==> config.mk <==
export PLATFORM = sky130hd
export DESIGN_NAME = fsc_framer
export DESIGN_NICKNAME = d
export VERILOG_FILES = /design/src/fsc_pkg.sv /design/src/fsc_framer.sv
export VERILOG_INCLUDE_DIRS = /design/src
export SDC_FILE = /design/constraint.sdc
export NUM_CORES = 1
export LEC_CHECK = 0
export ABC_AREA = 1
export BUFFER_PORTS_ARGS = -buffer_cell sky130_fd_sc_hd__buf_4
export CAP_MARGIN = 20
export CORE_MARGIN = 2
export CORE_UTILIZATION = 24
export CTS_BUF_LIST = sky130_fd_sc_hd__clkbuf_8
export DETAILED_ROUTE_END_ITERATION = 8
export GPL_ROUTABILITY_DRIVEN = 0
export SYNTH_ARGS = -nofsm -noshare
export SYNTH_HDL_FRONTEND = slang
export SYNTH_SLANG_ARGS = --single-unit
==> constraint.sdc <==
create_clock -name pclk -period 1.9 [get_ports pclk]
set_input_delay 0.095 -clock pclk [delete_from_list [all_inputs] [get_ports pclk]]
set_output_delay 0.095 -clock pclk [all_outputs]
set_load 0.005 [all_outputs]
==> src/fsc_defines.svh <==
// Purpose: constants for the field-rate side-channel framer
// Assumes: APB byte addresses, 32-bit data, one word per register
// Notes:   definitions only
`ifndef FSC_DEFINES_SVH
`define FSC_DEFINES_SVH

// block geometry
`define FSC_BLK_BITS     312
`define FSC_LAST_IDX     9'd311
`define FSC_SYNC_WORD    16'hb847
`define FSC_PP_OFF       1'b1
`define FSC_PP_FILL      16'hffff
`define FSC_RSV3         3'b111
`define FSC_RSV2         2'b11
`define FSC_RSV12        12'hfff

// system mode codes
`define FSC_MODE_LEGACY  4'h0
`define FSC_MODE_MFN     4'h1
`define FSC_MODE_SFN     4'h2
`define FSC_MODE_MFN_MH  4'h9
`define FSC_MODE_SFN_MH  4'ha
`define FSC_MH_HOLD      4'd8

// register byte offsets
`define FSC_A_CTRL       8'h00
`define FSC_A_MODE       8'h04
`define FSC_A_RSV0       8'h08
`define FSC_A_RSV1       8'h0c
`define FSC_A_RSV2       8'h10
`define FSC_A_PAR0       8'h14
`define FSC_A_PAR1       8'h18
`define FSC_A_PAR2       8'h1c
`define FSC_A_PAR3       8'h20
`define FSC_A_STAT       8'h24

// control register fields
`define FSC_C_EN         0
`define FSC_C_VER_LO     4
`define FSC_C_VER_HI     8
`define FSC_C_MODE_LO    12
`define FSC_C_MODE_HI    15
`define FSC_C_CH_LO      16
`define FSC_C_CH_HI      18
`define FSC_C_PRI_LO     20
`define FSC_C_PRI_HI     22

// status register fields
`define FSC_S_BUSY       0
`define FSC_S_SHORT      1
`define FSC_S_BADMODE    2
`define FSC_S_IDX_LO     16
`define FSC_S_IDX_HI     24

`endif

==> src/fsc_pkg.sv <==
// Purpose: shared types of the side-channel framer
// Assumes: fsc_defines.svh holds the numbers
// Notes:   types only
`default_nettype none
`include "fsc_defines.svh"

package fsc_pkg;
  typedef enum logic [0:0] {FSC_IDLE, FSC_SEND} fsc_state_e;
  typedef logic [`FSC_BLK_BITS-1:0] fsc_blk_t;
endpackage

`default_nettype wire
==> src/fsc_framer.sv <==
// Contract
// - 23 payload bytes, msb first, sync first
// - 16 parity bytes follow the 23 data
// - one 39-byte block per 312-packet field
// - block opens with sync word b847
// - version: 2-bit major over 3-bit minor
// - version starts zero, rises monotonically
// - fixed field order through parity
// - system mode codes 0,1,2,9,a only
// - hold mobile mode eight frames through gaps
// - post-processor flag always sent as one
// - post-processor control all ones
// - three channel flags, one means active
// - primary channel 0..2, rest reserved
// - parity covers all 23 payload bytes
// - one bit per packet error-indicator slot
// - first bit after sync point, last before
//
// Purpose: sender of the field-rate side channel, APB programmed
// Assumes: pkt_tick and csp_tick come from logic on pclk
// Notes:   parity is computed by software and written to PAR0..3
//
// Chosen here: the placing of the registers and the APB slave port.
`timescale 1ns/100ps
`default_nettype none
`include "fsc_defines.svh"

module fsc_framer
  import fsc_pkg::*;
(
  input  wire logic        pclk,
  input  wire logic        presetn,
  input  wire logic        psel,
  input  wire logic        penable,
  input  wire logic        pwrite,
  input  wire logic [7:0]  paddr,
  input  wire logic [31:0] pwdata,
  output logic      [31:0] prdata,
  output logic             pready,
  output logic             pslverr,
  input  wire logic        pkt_tick,       // one pulse per transport packet
  input  wire logic        csp_tick,       // cadence sync point marker
  input  wire logic        mh_frame_tick,  // mobile frame boundary
  output logic             side_bit,       // bit for the error-indicator slot
  output logic             side_bit_valid, // pulse, with side_bit
  output logic             block_start     // pulse on the first bit of a block
);

  // register state
  logic        en_q;              // framer enable
  logic [4:0]  ver_q;             // version field
  logic [3:0]  mode_q;            // programmed system mode
  logic [2:0]  chan_q;            // channel activity flags
  logic [2:0]  prim_q;            // primary channel code
  logic [23:0] mbits_q;           // mode symbol bits
  logic [95:0] rsv_q;             // reserved symbol bits, low 92 used
  logic [127:0] par_q;            // parity bytes from software
  logic        short_q;           // sticky: field cut short by early sync point
  logic        badmode_q;         // sticky: reserved mode code write refused
  logic [3:0]  mh_last_q;         // last mobile mode programmed
  logic        mh_seen_q;         // a mobile mode has been programmed
  logic [3:0]  hold_q;            // mobile frames counted since leaving mobile
  fsc_state_e  st_q;              // framer state
  fsc_blk_t    blk_q;             // block being shifted out
  logic [8:0]  idx_q;             // bits already sent
  logic [31:0] rd_d;              // read mux

  wire         wr_acc = psel & penable & pwrite & pready;  // write takes effect here
  wire         mode_wr = wr_acc && (paddr == `FSC_A_CTRL);

  // legal sender mode codes; reserved ones never leave the block
  function automatic logic mode_ok(input logic [3:0] m);
    mode_ok = (m == `FSC_MODE_LEGACY) || (m == `FSC_MODE_MFN) || (m == `FSC_MODE_SFN) ||
              (m == `FSC_MODE_MFN_MH) || (m == `FSC_MODE_SFN_MH);
  endfunction

  function automatic logic is_mh(input logic [3:0] m);
    is_mh = (m == `FSC_MODE_MFN_MH) || (m == `FSC_MODE_SFN_MH);
  endfunction

  // version may not move back: major up, or minor up or unchanged under same major
  function automatic logic ver_ok(input logic [4:0] o, input logic [4:0] n);
    ver_ok = (n[4:3] > o[4:3]) || ((n[4:3] == o[4:3]) && (n[2:0] >= o[2:0]));
  endfunction

  wire [4:0] ver_w  = pwdata[`FSC_C_VER_HI:`FSC_C_VER_LO];
  wire [3:0] mode_w = pwdata[`FSC_C_MODE_HI:`FSC_C_MODE_LO];
  wire [2:0] prim_w = pwdata[`FSC_C_PRI_HI:`FSC_C_PRI_LO];

  // mode actually sent: stays mobile while mobile data may resume
  wire [3:0] mode_tx = (!is_mh(mode_q) && mh_seen_q && hold_q <= `FSC_MH_HOLD) ?
                       mh_last_q : mode_q;

  // control register; reserved codes are refused whole field
  always_ff @(posedge pclk or negedge presetn) begin
    if (!presetn) begin
      en_q   <= 1'b0;
      ver_q  <= 5'h00;
      mode_q <= `FSC_MODE_LEGACY;
      chan_q <= 3'h0;
      prim_q <= 3'h0;
    end else if (mode_wr) begin
      en_q   <= pwdata[`FSC_C_EN];
      chan_q <= pwdata[`FSC_C_CH_HI:`FSC_C_CH_LO];
      if (ver_ok(ver_q, ver_w)) begin
        ver_q <= ver_w;
      end
      if (mode_ok(mode_w)) begin
        mode_q <= mode_w;
      end
      if (prim_w <= 3'h2) begin
        prim_q <= prim_w;
      end
    end
  end

  // data registers for symbols and parity
  always_ff @(posedge pclk or negedge presetn) begin
    if (!presetn) begin
      mbits_q <= 24'h000000;
      rsv_q   <= 96'h0;
      par_q   <= 128'h0;
    end else if (wr_acc) begin
      case (paddr)
        `FSC_A_MODE: mbits_q        <= pwdata[23:0];
        `FSC_A_RSV0: rsv_q[95:64]   <= pwdata;
        `FSC_A_RSV1: rsv_q[63:32]   <= pwdata;
        `FSC_A_RSV2: rsv_q[31:0]    <= pwdata;
        `FSC_A_PAR0: par_q[127:96]  <= pwdata;
        `FSC_A_PAR1: par_q[95:64]   <= pwdata;
        `FSC_A_PAR2: par_q[63:32]   <= pwdata;
        `FSC_A_PAR3: par_q[31:0]    <= pwdata;
        default: ;
      endcase
    end
  end

  // mobile hold tracking, counts frame ticks once software leaves mobile
  always_ff @(posedge pclk or negedge presetn) begin
    if (!presetn) begin
      mh_last_q <= `FSC_MODE_MFN_MH;
      mh_seen_q <= 1'b0;
      hold_q    <= 4'h0;
    end else if (is_mh(mode_q)) begin
      mh_last_q <= mode_q;
      mh_seen_q <= 1'b1;
      hold_q    <= 4'h0;
    end else if (mh_frame_tick && hold_q <= `FSC_MH_HOLD) begin
      hold_q <= hold_q + 4'h1;
    end
  end

  // sticky status; a new event beats a write-one clear in the same cycle
  always_ff @(posedge pclk or negedge presetn) begin
    if (!presetn) begin
      short_q   <= 1'b0;
      badmode_q <= 1'b0;
    end else begin
      if (st_q == FSC_SEND && csp_tick) begin
        short_q <= 1'b1;
      end else if (wr_acc && paddr == `FSC_A_STAT && pwdata[`FSC_S_SHORT]) begin
        short_q <= 1'b0;
      end
      if (mode_wr && !mode_ok(mode_w)) begin
        badmode_q <= 1'b1;
      end else if (wr_acc && paddr == `FSC_A_STAT && pwdata[`FSC_S_BADMODE]) begin
        badmode_q <= 1'b0;
      end
    end
  end

  // block assembly, captured whole at the sync point so a field never mixes settings
  wire fsc_blk_t blk_new = {`FSC_SYNC_WORD, ver_q, `FSC_RSV3, mode_tx, `FSC_PP_OFF,
                            `FSC_RSV3, chan_q, `FSC_RSV2, prim_q, mbits_q, rsv_q[91:0],
                            `FSC_PP_FILL, `FSC_RSV12, par_q};

  // framer: arms at each sync point while enabled, one bit per packet, stops after the last
  always_ff @(posedge pclk or negedge presetn) begin
    if (!presetn) begin
      st_q  <= FSC_IDLE;
      blk_q <= '1;
      idx_q <= 9'h000;
    end else if (csp_tick && en_q) begin
      st_q  <= FSC_SEND;
      blk_q <= blk_new;
      idx_q <= 9'h000;
    end else if (csp_tick) begin
      st_q <= FSC_IDLE;
    end else if (st_q == FSC_SEND && pkt_tick) begin
      blk_q <= {blk_q[`FSC_BLK_BITS-2:0], 1'b1};
      idx_q <= idx_q + 9'h001;
      if (idx_q == `FSC_LAST_IDX) begin
        st_q <= FSC_IDLE;
      end
    end
  end

  // link outputs, registered; idle slots carry zero
  always_ff @(posedge pclk or negedge presetn) begin
    if (!presetn) begin
      side_bit       <= 1'b0;
      side_bit_valid <= 1'b0;
      block_start    <= 1'b0;
    end else begin
      side_bit_valid <= (st_q == FSC_SEND) && pkt_tick && !csp_tick;
      side_bit       <= (st_q == FSC_SEND) && pkt_tick && !csp_tick && blk_q[`FSC_BLK_BITS-1];
      block_start    <= (st_q == FSC_SEND) && pkt_tick && !csp_tick && (idx_q == 9'h000);
    end
  end

  // read mux
  always_comb begin
    rd_d = 32'h0;
    case (paddr)
      `FSC_A_CTRL: begin
        rd_d[`FSC_C_EN] = en_q;
        rd_d[`FSC_C_VER_HI:`FSC_C_VER_LO]   = ver_q;
        rd_d[`FSC_C_MODE_HI:`FSC_C_MODE_LO] = mode_q;
        rd_d[`FSC_C_CH_HI:`FSC_C_CH_LO]     = chan_q;
        rd_d[`FSC_C_PRI_HI:`FSC_C_PRI_LO]   = prim_q;
      end
      `FSC_A_MODE: rd_d = {8'h00, mbits_q};
      `FSC_A_RSV0: rd_d = {4'h0, rsv_q[91:64]};
      `FSC_A_RSV1: rd_d = rsv_q[63:32];
      `FSC_A_RSV2: rd_d = rsv_q[31:0];
      `FSC_A_PAR0: rd_d = par_q[127:96];
      `FSC_A_PAR1: rd_d = par_q[95:64];
      `FSC_A_PAR2: rd_d = par_q[63:32];
      `FSC_A_PAR3: rd_d = par_q[31:0];
      `FSC_A_STAT: begin
        rd_d[`FSC_S_BUSY]    = (st_q == FSC_SEND);
        rd_d[`FSC_S_SHORT]   = short_q;
        rd_d[`FSC_S_BADMODE] = badmode_q;
        rd_d[`FSC_S_IDX_HI:`FSC_S_IDX_LO] = idx_q;
      end
      default: rd_d = 32'h0;
    endcase
  end

  // apb answer: ready in the first access cycle, error on unmapped or unaligned
  always_ff @(posedge pclk or negedge presetn) begin
    if (!presetn) begin
      pready  <= 1'b0;
      pslverr <= 1'b0;
      prdata  <= 32'h0;
    end else begin
      pready  <= psel & ~penable;
      pslverr <= psel & ~penable & ((paddr > `FSC_A_STAT) || (paddr[1:0] != 2'b00));
      if (psel & ~penable & ~pwrite) begin
        prdata <= rd_d;
      end
    end
  end

  // checks; block bit 311 is the first bit sent, so field positions count down from it
  sync_head_a: assert property (@(posedge pclk) disable iff (!presetn)
    (csp_tick && en_q) |=> blk_q[311:296] == `FSC_SYNC_WORD)
    else $error("block does not open with the sync word");
  first_bit_a: assert property (@(posedge pclk) disable iff (!presetn)
    (st_q == FSC_SEND && idx_q == 9'h000 && pkt_tick && !csp_tick) |=> (block_start && side_bit))
    else $error("first bit sent is not the sync msb");
  field_len_a: assert property (@(posedge pclk) disable iff (!presetn)
    (st_q == FSC_SEND && pkt_tick && !csp_tick && idx_q == `FSC_LAST_IDX) |=> st_q == FSC_IDLE)
    else $error("block longer than one field");
  idx_range_a: assert property (@(posedge pclk) disable iff (!presetn)
    idx_q <= 9'd312)
    else $error("bit index past block end");
  pp_fill_a: assert property (@(posedge pclk) disable iff (!presetn)
    (csp_tick && en_q) |=> (blk_q[283] == `FSC_PP_OFF && blk_q[155:140] == `FSC_PP_FILL))
    else $error("post-processor bits not all ones");
  rsv_ones_a: assert property (@(posedge pclk) disable iff (!presetn)
    (csp_tick && en_q) |=> (blk_q[290:288] == `FSC_RSV3 && blk_q[282:280] == `FSC_RSV3 &&
                            blk_q[276:275] == `FSC_RSV2 && blk_q[139:128] == `FSC_RSV12))
    else $error("reserved bits not ones");
  ver_field_a: assert property (@(posedge pclk) disable iff (!presetn)
    (csp_tick && en_q) |=> blk_q[295:291] == $past(ver_q))
    else $error("version field misplaced in block");
  mode_field_a: assert property (@(posedge pclk) disable iff (!presetn)
    (csp_tick && en_q) |=> blk_q[287:284] == $past(mode_tx))
    else $error("system mode field misplaced in block");
  ver_mono_a: assert property (@(posedge pclk) disable iff (!presetn)
    ##1 ver_ok($past(ver_q), ver_q))
    else $error("version went backwards");
  mode_legal_a: assert property (@(posedge pclk) disable iff (!presetn)
    mode_ok(mode_tx) && prim_q <= 3'h2)
    else $error("reserved mode or channel code sent");
  mh_hold_a: assert property (@(posedge pclk) disable iff (!presetn)
    (is_mh(mode_q) ##1 !is_mh(mode_q)) |-> is_mh(mode_tx))
    else $error("mobile mode dropped without hold");
  slot_align_a: assert property (@(posedge pclk) disable iff (!presetn)
    side_bit_valid |-> $past(pkt_tick) && !$past(csp_tick))
    else $error("bit sent outside a packet slot");
  idle_zero_a: assert property (@(posedge pclk) disable iff (!presetn)
    !side_bit_valid |-> !side_bit)
    else $error("bit driven in an idle slot");

  full_block_c: cover property (@(posedge pclk) disable iff (!presetn)
    st_q == FSC_SEND && pkt_tick && idx_q == `FSC_LAST_IDX);
  short_field_c: cover property (@(posedge pclk) disable iff (!presetn) $rose(short_q));
  mh_hold_c: cover property (@(posedge pclk) disable iff (!presetn)
    !is_mh(mode_q) && is_mh(mode_tx) && mh_frame_tick);
  bad_mode_c: cover property (@(posedge pclk) disable iff (!presetn) $rose(badmode_q));

endmodule

`default_nettype wire

Word level (Yosys, flattened, before mapping). Cells that the tools add are included.

Word-level logic and storage cells: 136. Output and inout bits: 37. Bits of input ports: 48. Flip-flop bits (word level): 630.

Magnitude comparators: 5. Add/sub/neg operators: 2. Muxes and demuxes: 28. Equal/unequal tests: 18. Reduce and logical (&&, ||, !) cells: 48. Bitwise operators: 8.

Operators by type and width (number): two-way mux 312 bit (3); one-hot mux 3 bit (10 select lines) (2); one-hot mux 7 bit (7 select lines) (1); one-hot mux 5 bit (9 select lines) (1); one-hot mux 2 bit (9 select lines) (2); one-hot mux 4 bit (9 select lines) (1); equality test 8 x 5 -> 1 bit, second input constant (4); two-way mux 9 bit (3); AND reduction 2 bit (13); one-hot mux 3 bit (8 select lines) (1); equality test 4 bit, second input constant (4); equality test 8 x 4 -> 1 bit, second input constant (2); equality test 8 x 6 -> 1 bit, second input constant (2); logical AND 1 bit (15); two-way mux 4 bit (3); one-hot mux 1 bit (10 select lines) (1); nonzero test 2 bit (5); adder 9 x 1 -> 9 bit, second input constant (1); equality test 9 bit, second input constant (1); logical NOT 9 bit (1); one-hot mux 1 bit (9 select lines) (1); equality test 8 x 3 -> 1 bit, second input constant (1); greater-than comparator 8 x 6 -> 1 bit, second input constant (1); logical NOT 8 bit (1); other kinds (17) (39).

Longest topological paths before layout.
Word-level depth: 8. Mapped depth: 12. Gate-level depth less buffers: 11.

Worst setup path after synthesis. Ideal clock, no wire load.

Kind: reg2reg. From: reg pready. To: reg mbits_q[12]. Stages on the path, launching flop included: 8. Clock period less this slack: 1.423 ns. Library setup time: 0.136 ns. Path buffers: 2. Data arrival time: 1.287 ns. Required time: 1.764 ns. Path slack: 0.477 ns. Cell sequence: dfrtp_1 -> nand4_1 -> inv_2 -> nand2_1 -> buf_2 -> buf_2 -> nand2_1 -> o21ai_0.

Word-level cells in the longest chain between the ends: 2.

RTL lines: from (decl) (RTL line fsc_framer.sv:39) `output logic pready,`; from (signal assigned) (RTL line fsc_framer.sv:247) `pready <= psel & ~penable;`; bitwise AND 1 bit (RTL line fsc_framer.sv:68) `wire wr_acc = psel & penable & pwrite & pready;`; AND reduction 2 bit (no source line); to (signal assigned) (RTL line fsc_framer.sv:125) `` `FSC_A_MODE: mbits_q <= pwdata[23:0]; ``; to (decl) (RTL line fsc_framer.sv:55) `logic [23:0] mbits_q;`.

Every way passes these cells. A chain may end at the register's enable or synchronous reset.

Final worst setup path.
From: in psel. To: reg prdata[2].

Word-level cells in the longest chain between the ends: 2.

RTL lines: from (decl) (RTL line fsc_framer.sv:33) `input wire logic psel,`; bitwise AND 1 bit (2 in a row) (RTL line fsc_framer.sv:249) `if (psel & ~penable & ~pwrite) begin`; to (signal assigned) (RTL line fsc_framer.sv:250) `prdata <= rd_d;`; to (decl) (RTL line fsc_framer.sv:38) `output logic [31:0] prdata,`.

Every way passes these cells.

==> insert_results.sql <==
INSERT INTO impl_metrics (metric_group, metric, value, unit) VALUES
('finish', 'area_growth', '22.3', '%'),
('yosys', 'postSynth.topFlopCell', 'sky130_fd_sc_hd__dfrtp_1', ''),
('critical_path', 'path_type_of_the_worst_setup_path', 'in -> reg', ''),
('placed_design', 'detailed_place_hpwl', '65.5', 'mm'),
('power', 'leakage', '14.9', 'nW'),
('yosys', 'postSynth.asyncResetShare', '1.00', ''),
('critical_path', 'worst-path-max-fanout', '23', ''),
('yosys', 'post_synth_num_cell_types', '41', ''),
('critical_path', 'worst-r2r-setup-slack', '0.18', 'ns'),
('routing', 'post_drt_via_cell_ratio', '4.67', ''),
('routing', 'total_length_of_routed_wires', '95.1', 'mm'),
('routing', 'detail_route.first_pass.iterations', '6', ''),
('timing', 'finalHoldViolations', '0', ''),
('finish', 'drive_gt1_frac', '0.214', ''),
('power', 'share_comb_of_total_power', '0.065', ''),
('grt', 'grt_usage', '0.157', ''),
('critical_path', 'worst_r2r_startpoint', 'en_q', ''),
('flow_run', 'cap_violations', '0', ''),
('grt', 'grt_max_degree', '88', ''),
('timing', 'finalHoldWorstSlack', '0.0244', 'ns'),
('status', 'run_status', 'completed', ''),
('finish', 'fin_util', '0.295', ''),
('floorplan', 'fp.coreArea', '0.118', 'mm2'),
('critical_path', 'worstPathArrival', '2.40', 'ns'),
('routing', 'drcViolationCount', '0', ''),
('yosys', 'ys_top_cells_by_area', 'sky130_fd_sc_hd__dfstp_2 (29%), sky130_fd_sc_hd__dfrtp_1 (28%), sky130_fd_sc_hd__nand2_1 (16%)', ''),
('yosys', 'synth-warning-count', '0', ''),
('power', 'cellPowerDensity', '839', 'mW/mm2'),
('critical_path', 'crit_required', '2.56', 'ns'),
('floorplan', 'fp.dieArea', '0.121', 'mm2'),
('yosys', 'mappedNetlistNets', '3446', ''),
('timing', 'tns', '0', 'ns'),
('placed_design', 'placedCellCount', '4954', ''),
('yosys', 'syn-mean-instance-area', '8.38', 'um2'),
('timing', 'period_minus_slack', '1.74', 'ns'),
('grt', 'vias_in_the_first_global_route', '23882', ''),
('placed_design', 'place.port_buffers', '84', ''),
('finish', 'mostFrequentLayoutCell', 'sky130_fd_sc_hd__nand2_1', ''),
('floorplan', 'std_cell_rows', '126', ''),
('clock_network', 'clock-sinks', '630', ''),
('yosys', 'post_synthesis_sequential_element_count', '630', ''),
('floorplan', 'die_width', '348', 'um'),
('routing', 'drtIter0Drc', '2175', ''),
('timing', 'slew_at_the_pin_closest_to_its_max_slew_limit', '0.604', 'ns'),
('power', 'power.share.switching', '0.252', ''),
('power', 'sequentialPowerShare', '0.506', ''),
('critical_path', 'r2r-end', 'blk_q[72]', ''),
('timing', 'maxSlewHeadroom', '0.597', ''),
('timing', 'layout_worst_path_cycle_share', '0.915', ''),
('critical_path', 'startpoint_type', 'primary input', ''),
('timing', 'setup_viol', '0', ''),
('yosys', 'synth_largest_type_area_fraction', '0.290', ''),
('yosys', 'synth_enable_flop_cells', '0', ''),
('critical_path', 'endpoint_kind', 'flip-flop', ''),
('timing', 'fmaxAchievable', '575', 'MHz'),
('clock_network', 'cts_tree', 'yes', ''),
('timing', 'finalMaxSlewViolations', '0', ''),
('clock_network', 'clock_insertion_delay_at_the_later_pin_of_the_skew_report', '0.74', 'ns'),
('power', 'vdd_ir_drop_max', '0.000535', 'V'),
('grt', 'grt_pass1_wl', '148', 'mm'),
('clock_network', 'cts_root_buf', 'sky130_fd_sc_hd__clkbuf_8', ''),
('clock_network', 'maximum_clock_insertion_buffer_count', '3', ''),
('timing', 'grt_setup_unrepaired', 'false', ''),
('floorplan', 'top_level_ports', '85', ''),
('routing', 'ant_nets', '0', ''),
('routing', 'routed-via-count', '24307', ''),
('timing', 'clock-skew-final', '0.0631', 'ns'),
('min_path', 'timing.hold.worst.class', 'in -> async', ''),
('power', 'power.switching', '7.34', 'mW'),
('finish', 'finalNetCount', '3631', ''),
('floorplan', 'floorplan.die.height', '348', 'um');
-- cell families after synthesis --
family | Yosys count | share of synthesized area
simple gates | 1740 | 0.243
compound gates | 634 | 0.128
flops | 630 | 0.569
buf+inv | 376 | 0.0562
fa+ha+maj | 9 | 0.00396
-- worst max-delay path, cell delays in order --
cell and delay (ns):
sky130_fd_sc_hd__dlygate4sd3_1 0.55, sky130_fd_sc_hd__buf_4 0.14, sky130_fd_sc_hd__inv_1 0.08, sky130_fd_sc_hd__nor3_2 0.04, sky130_fd_sc_hd__dlygate4sd3_1 0.58, sky130_fd_sc_hd__buf_12 0.18
sky130_fd_sc_hd__inv_1 0.09, sky130_fd_sc_hd__buf_4 0.41, sky130_fd_sc_hd__nand2_1 0.10, sky130_fd_sc_hd__nand2_1 0.08
-- power by group through the flow --
stage          Sequential [mW]  Clock, mW  Combinational, mW
2_1_floorplan             14.8          0              0.943
3_3_place_gp              14.9          0               1.80
3_5_place_dp              15.0          0               1.83
4_1_cts                   14.8       12.7               1.91
5_1_grt                   14.8       13.3               2.13
6_report                  14.8       12.5               1.89
-- flip-flops by register name (all words and copies together), names as in the netlist, 5 cells and up --
signal and flops:
blk_q 312, idx_q 9, mbits_q 24, par_q 128, prdata 32, rsv_q 92
ver_q 5
-- area by class of cell --
class | instances | area, um2
Clock buffer | 132 | 1820
Clock inverter | 67 | 384
Sequential cell | 630 | 16200
Antenna cell | 2 | 5.00
Tap cell | 1536 | 1920
Multi-Input combinational cell | 2383 | 10700
Inverter | 158 | 608
Fill cell | 12394 | 83000
Timing Repair Buffer | 295 | 3140
-- synthesized netlist by cell type, types with 2 or more instances --
master and number:
sky130_fd_sc_hd__nand2_1 1191, sky130_fd_sc_hd__clkbuf_1 95, sky130_fd_sc_hd__inv_1 144, sky130_fd_sc_hd__nor2_4 8, sky130_fd_sc_hd__nor2_1 342, sky130_fd_sc_hd__a21boi_0 2, sky130_fd_sc_hd__o21ai_2 9, sky130_fd_sc_hd__o22ai_1 6
sky130_fd_sc_hd__dfrtp_1 316, sky130_fd_sc_hd__or2_2 2, sky130_fd_sc_hd__ha_1 9, sky130_fd_sc_hd__o21ai_0 234, sky130_fd_sc_hd__nor3_1 7, sky130_fd_sc_hd__nor2_2 5, sky130_fd_sc_hd__dfstp_2 314, sky130_fd_sc_hd__o211ai_1 25
sky130_fd_sc_hd__nand4_1 7, sky130_fd_sc_hd__o21ai_1 89, sky130_fd_sc_hd__buf_4 6, sky130_fd_sc_hd__a21oi_1 11, sky130_fd_sc_hd__buf_2 106, sky130_fd_sc_hd__nand3_1 161, sky130_fd_sc_hd__inv_2 11, sky130_fd_sc_hd__buf_6 4
sky130_fd_sc_hd__nand2_2 12, sky130_fd_sc_hd__buf_1 7, sky130_fd_sc_hd__clkinv_1 3, sky130_fd_sc_hd__a31oi_1 250
-- layer usage --
layer | part of all wire | global-route usage | up-vias
li1 | - | - | 11493
met1 | 0.45 | 0.215 | 11861
met2 | 0.46 | 0.251 | 804
met3 | 0.064 | 0.0259 | 149
met4 | 0.030 | 0.0545 | 0
met5 | 0 | 0 | -
-- worst max path at each step --
stage	start	endpoint	slack [ns]	depth (start not counted)
finish	psel	prdata[2]	0.16	10
global route	psel	prdata[18]	0.07	10
CTS	pwdata[12]	badmode_q	0.004	8
detailed placement	paddr[7]	mode_q[3]	-0.06	11
global placement	paddr[6]	par_q[84]	-0.06	13
floorplan	pready	mbits_q[12]	0.48	7
-- stage by stage --
step	instance area [um2]	setup WS (ns)
after detailed placement	32000	-0.0618
after global routing	34700	0.0675
after global placement	32000	-0.0618
after floorplan	28400	0.477
after CTS	34700	0.00442
final	34700	0.162
-- repair_timing --
action                     CTS  global route
setup buffers                0             5
setup endpoints to repair    0             1
hold endpoints to repair   672             0
gates resized for setup      0             7
hold buffers                44             0
No activity file was read; power rests on OpenSTA's default activity.
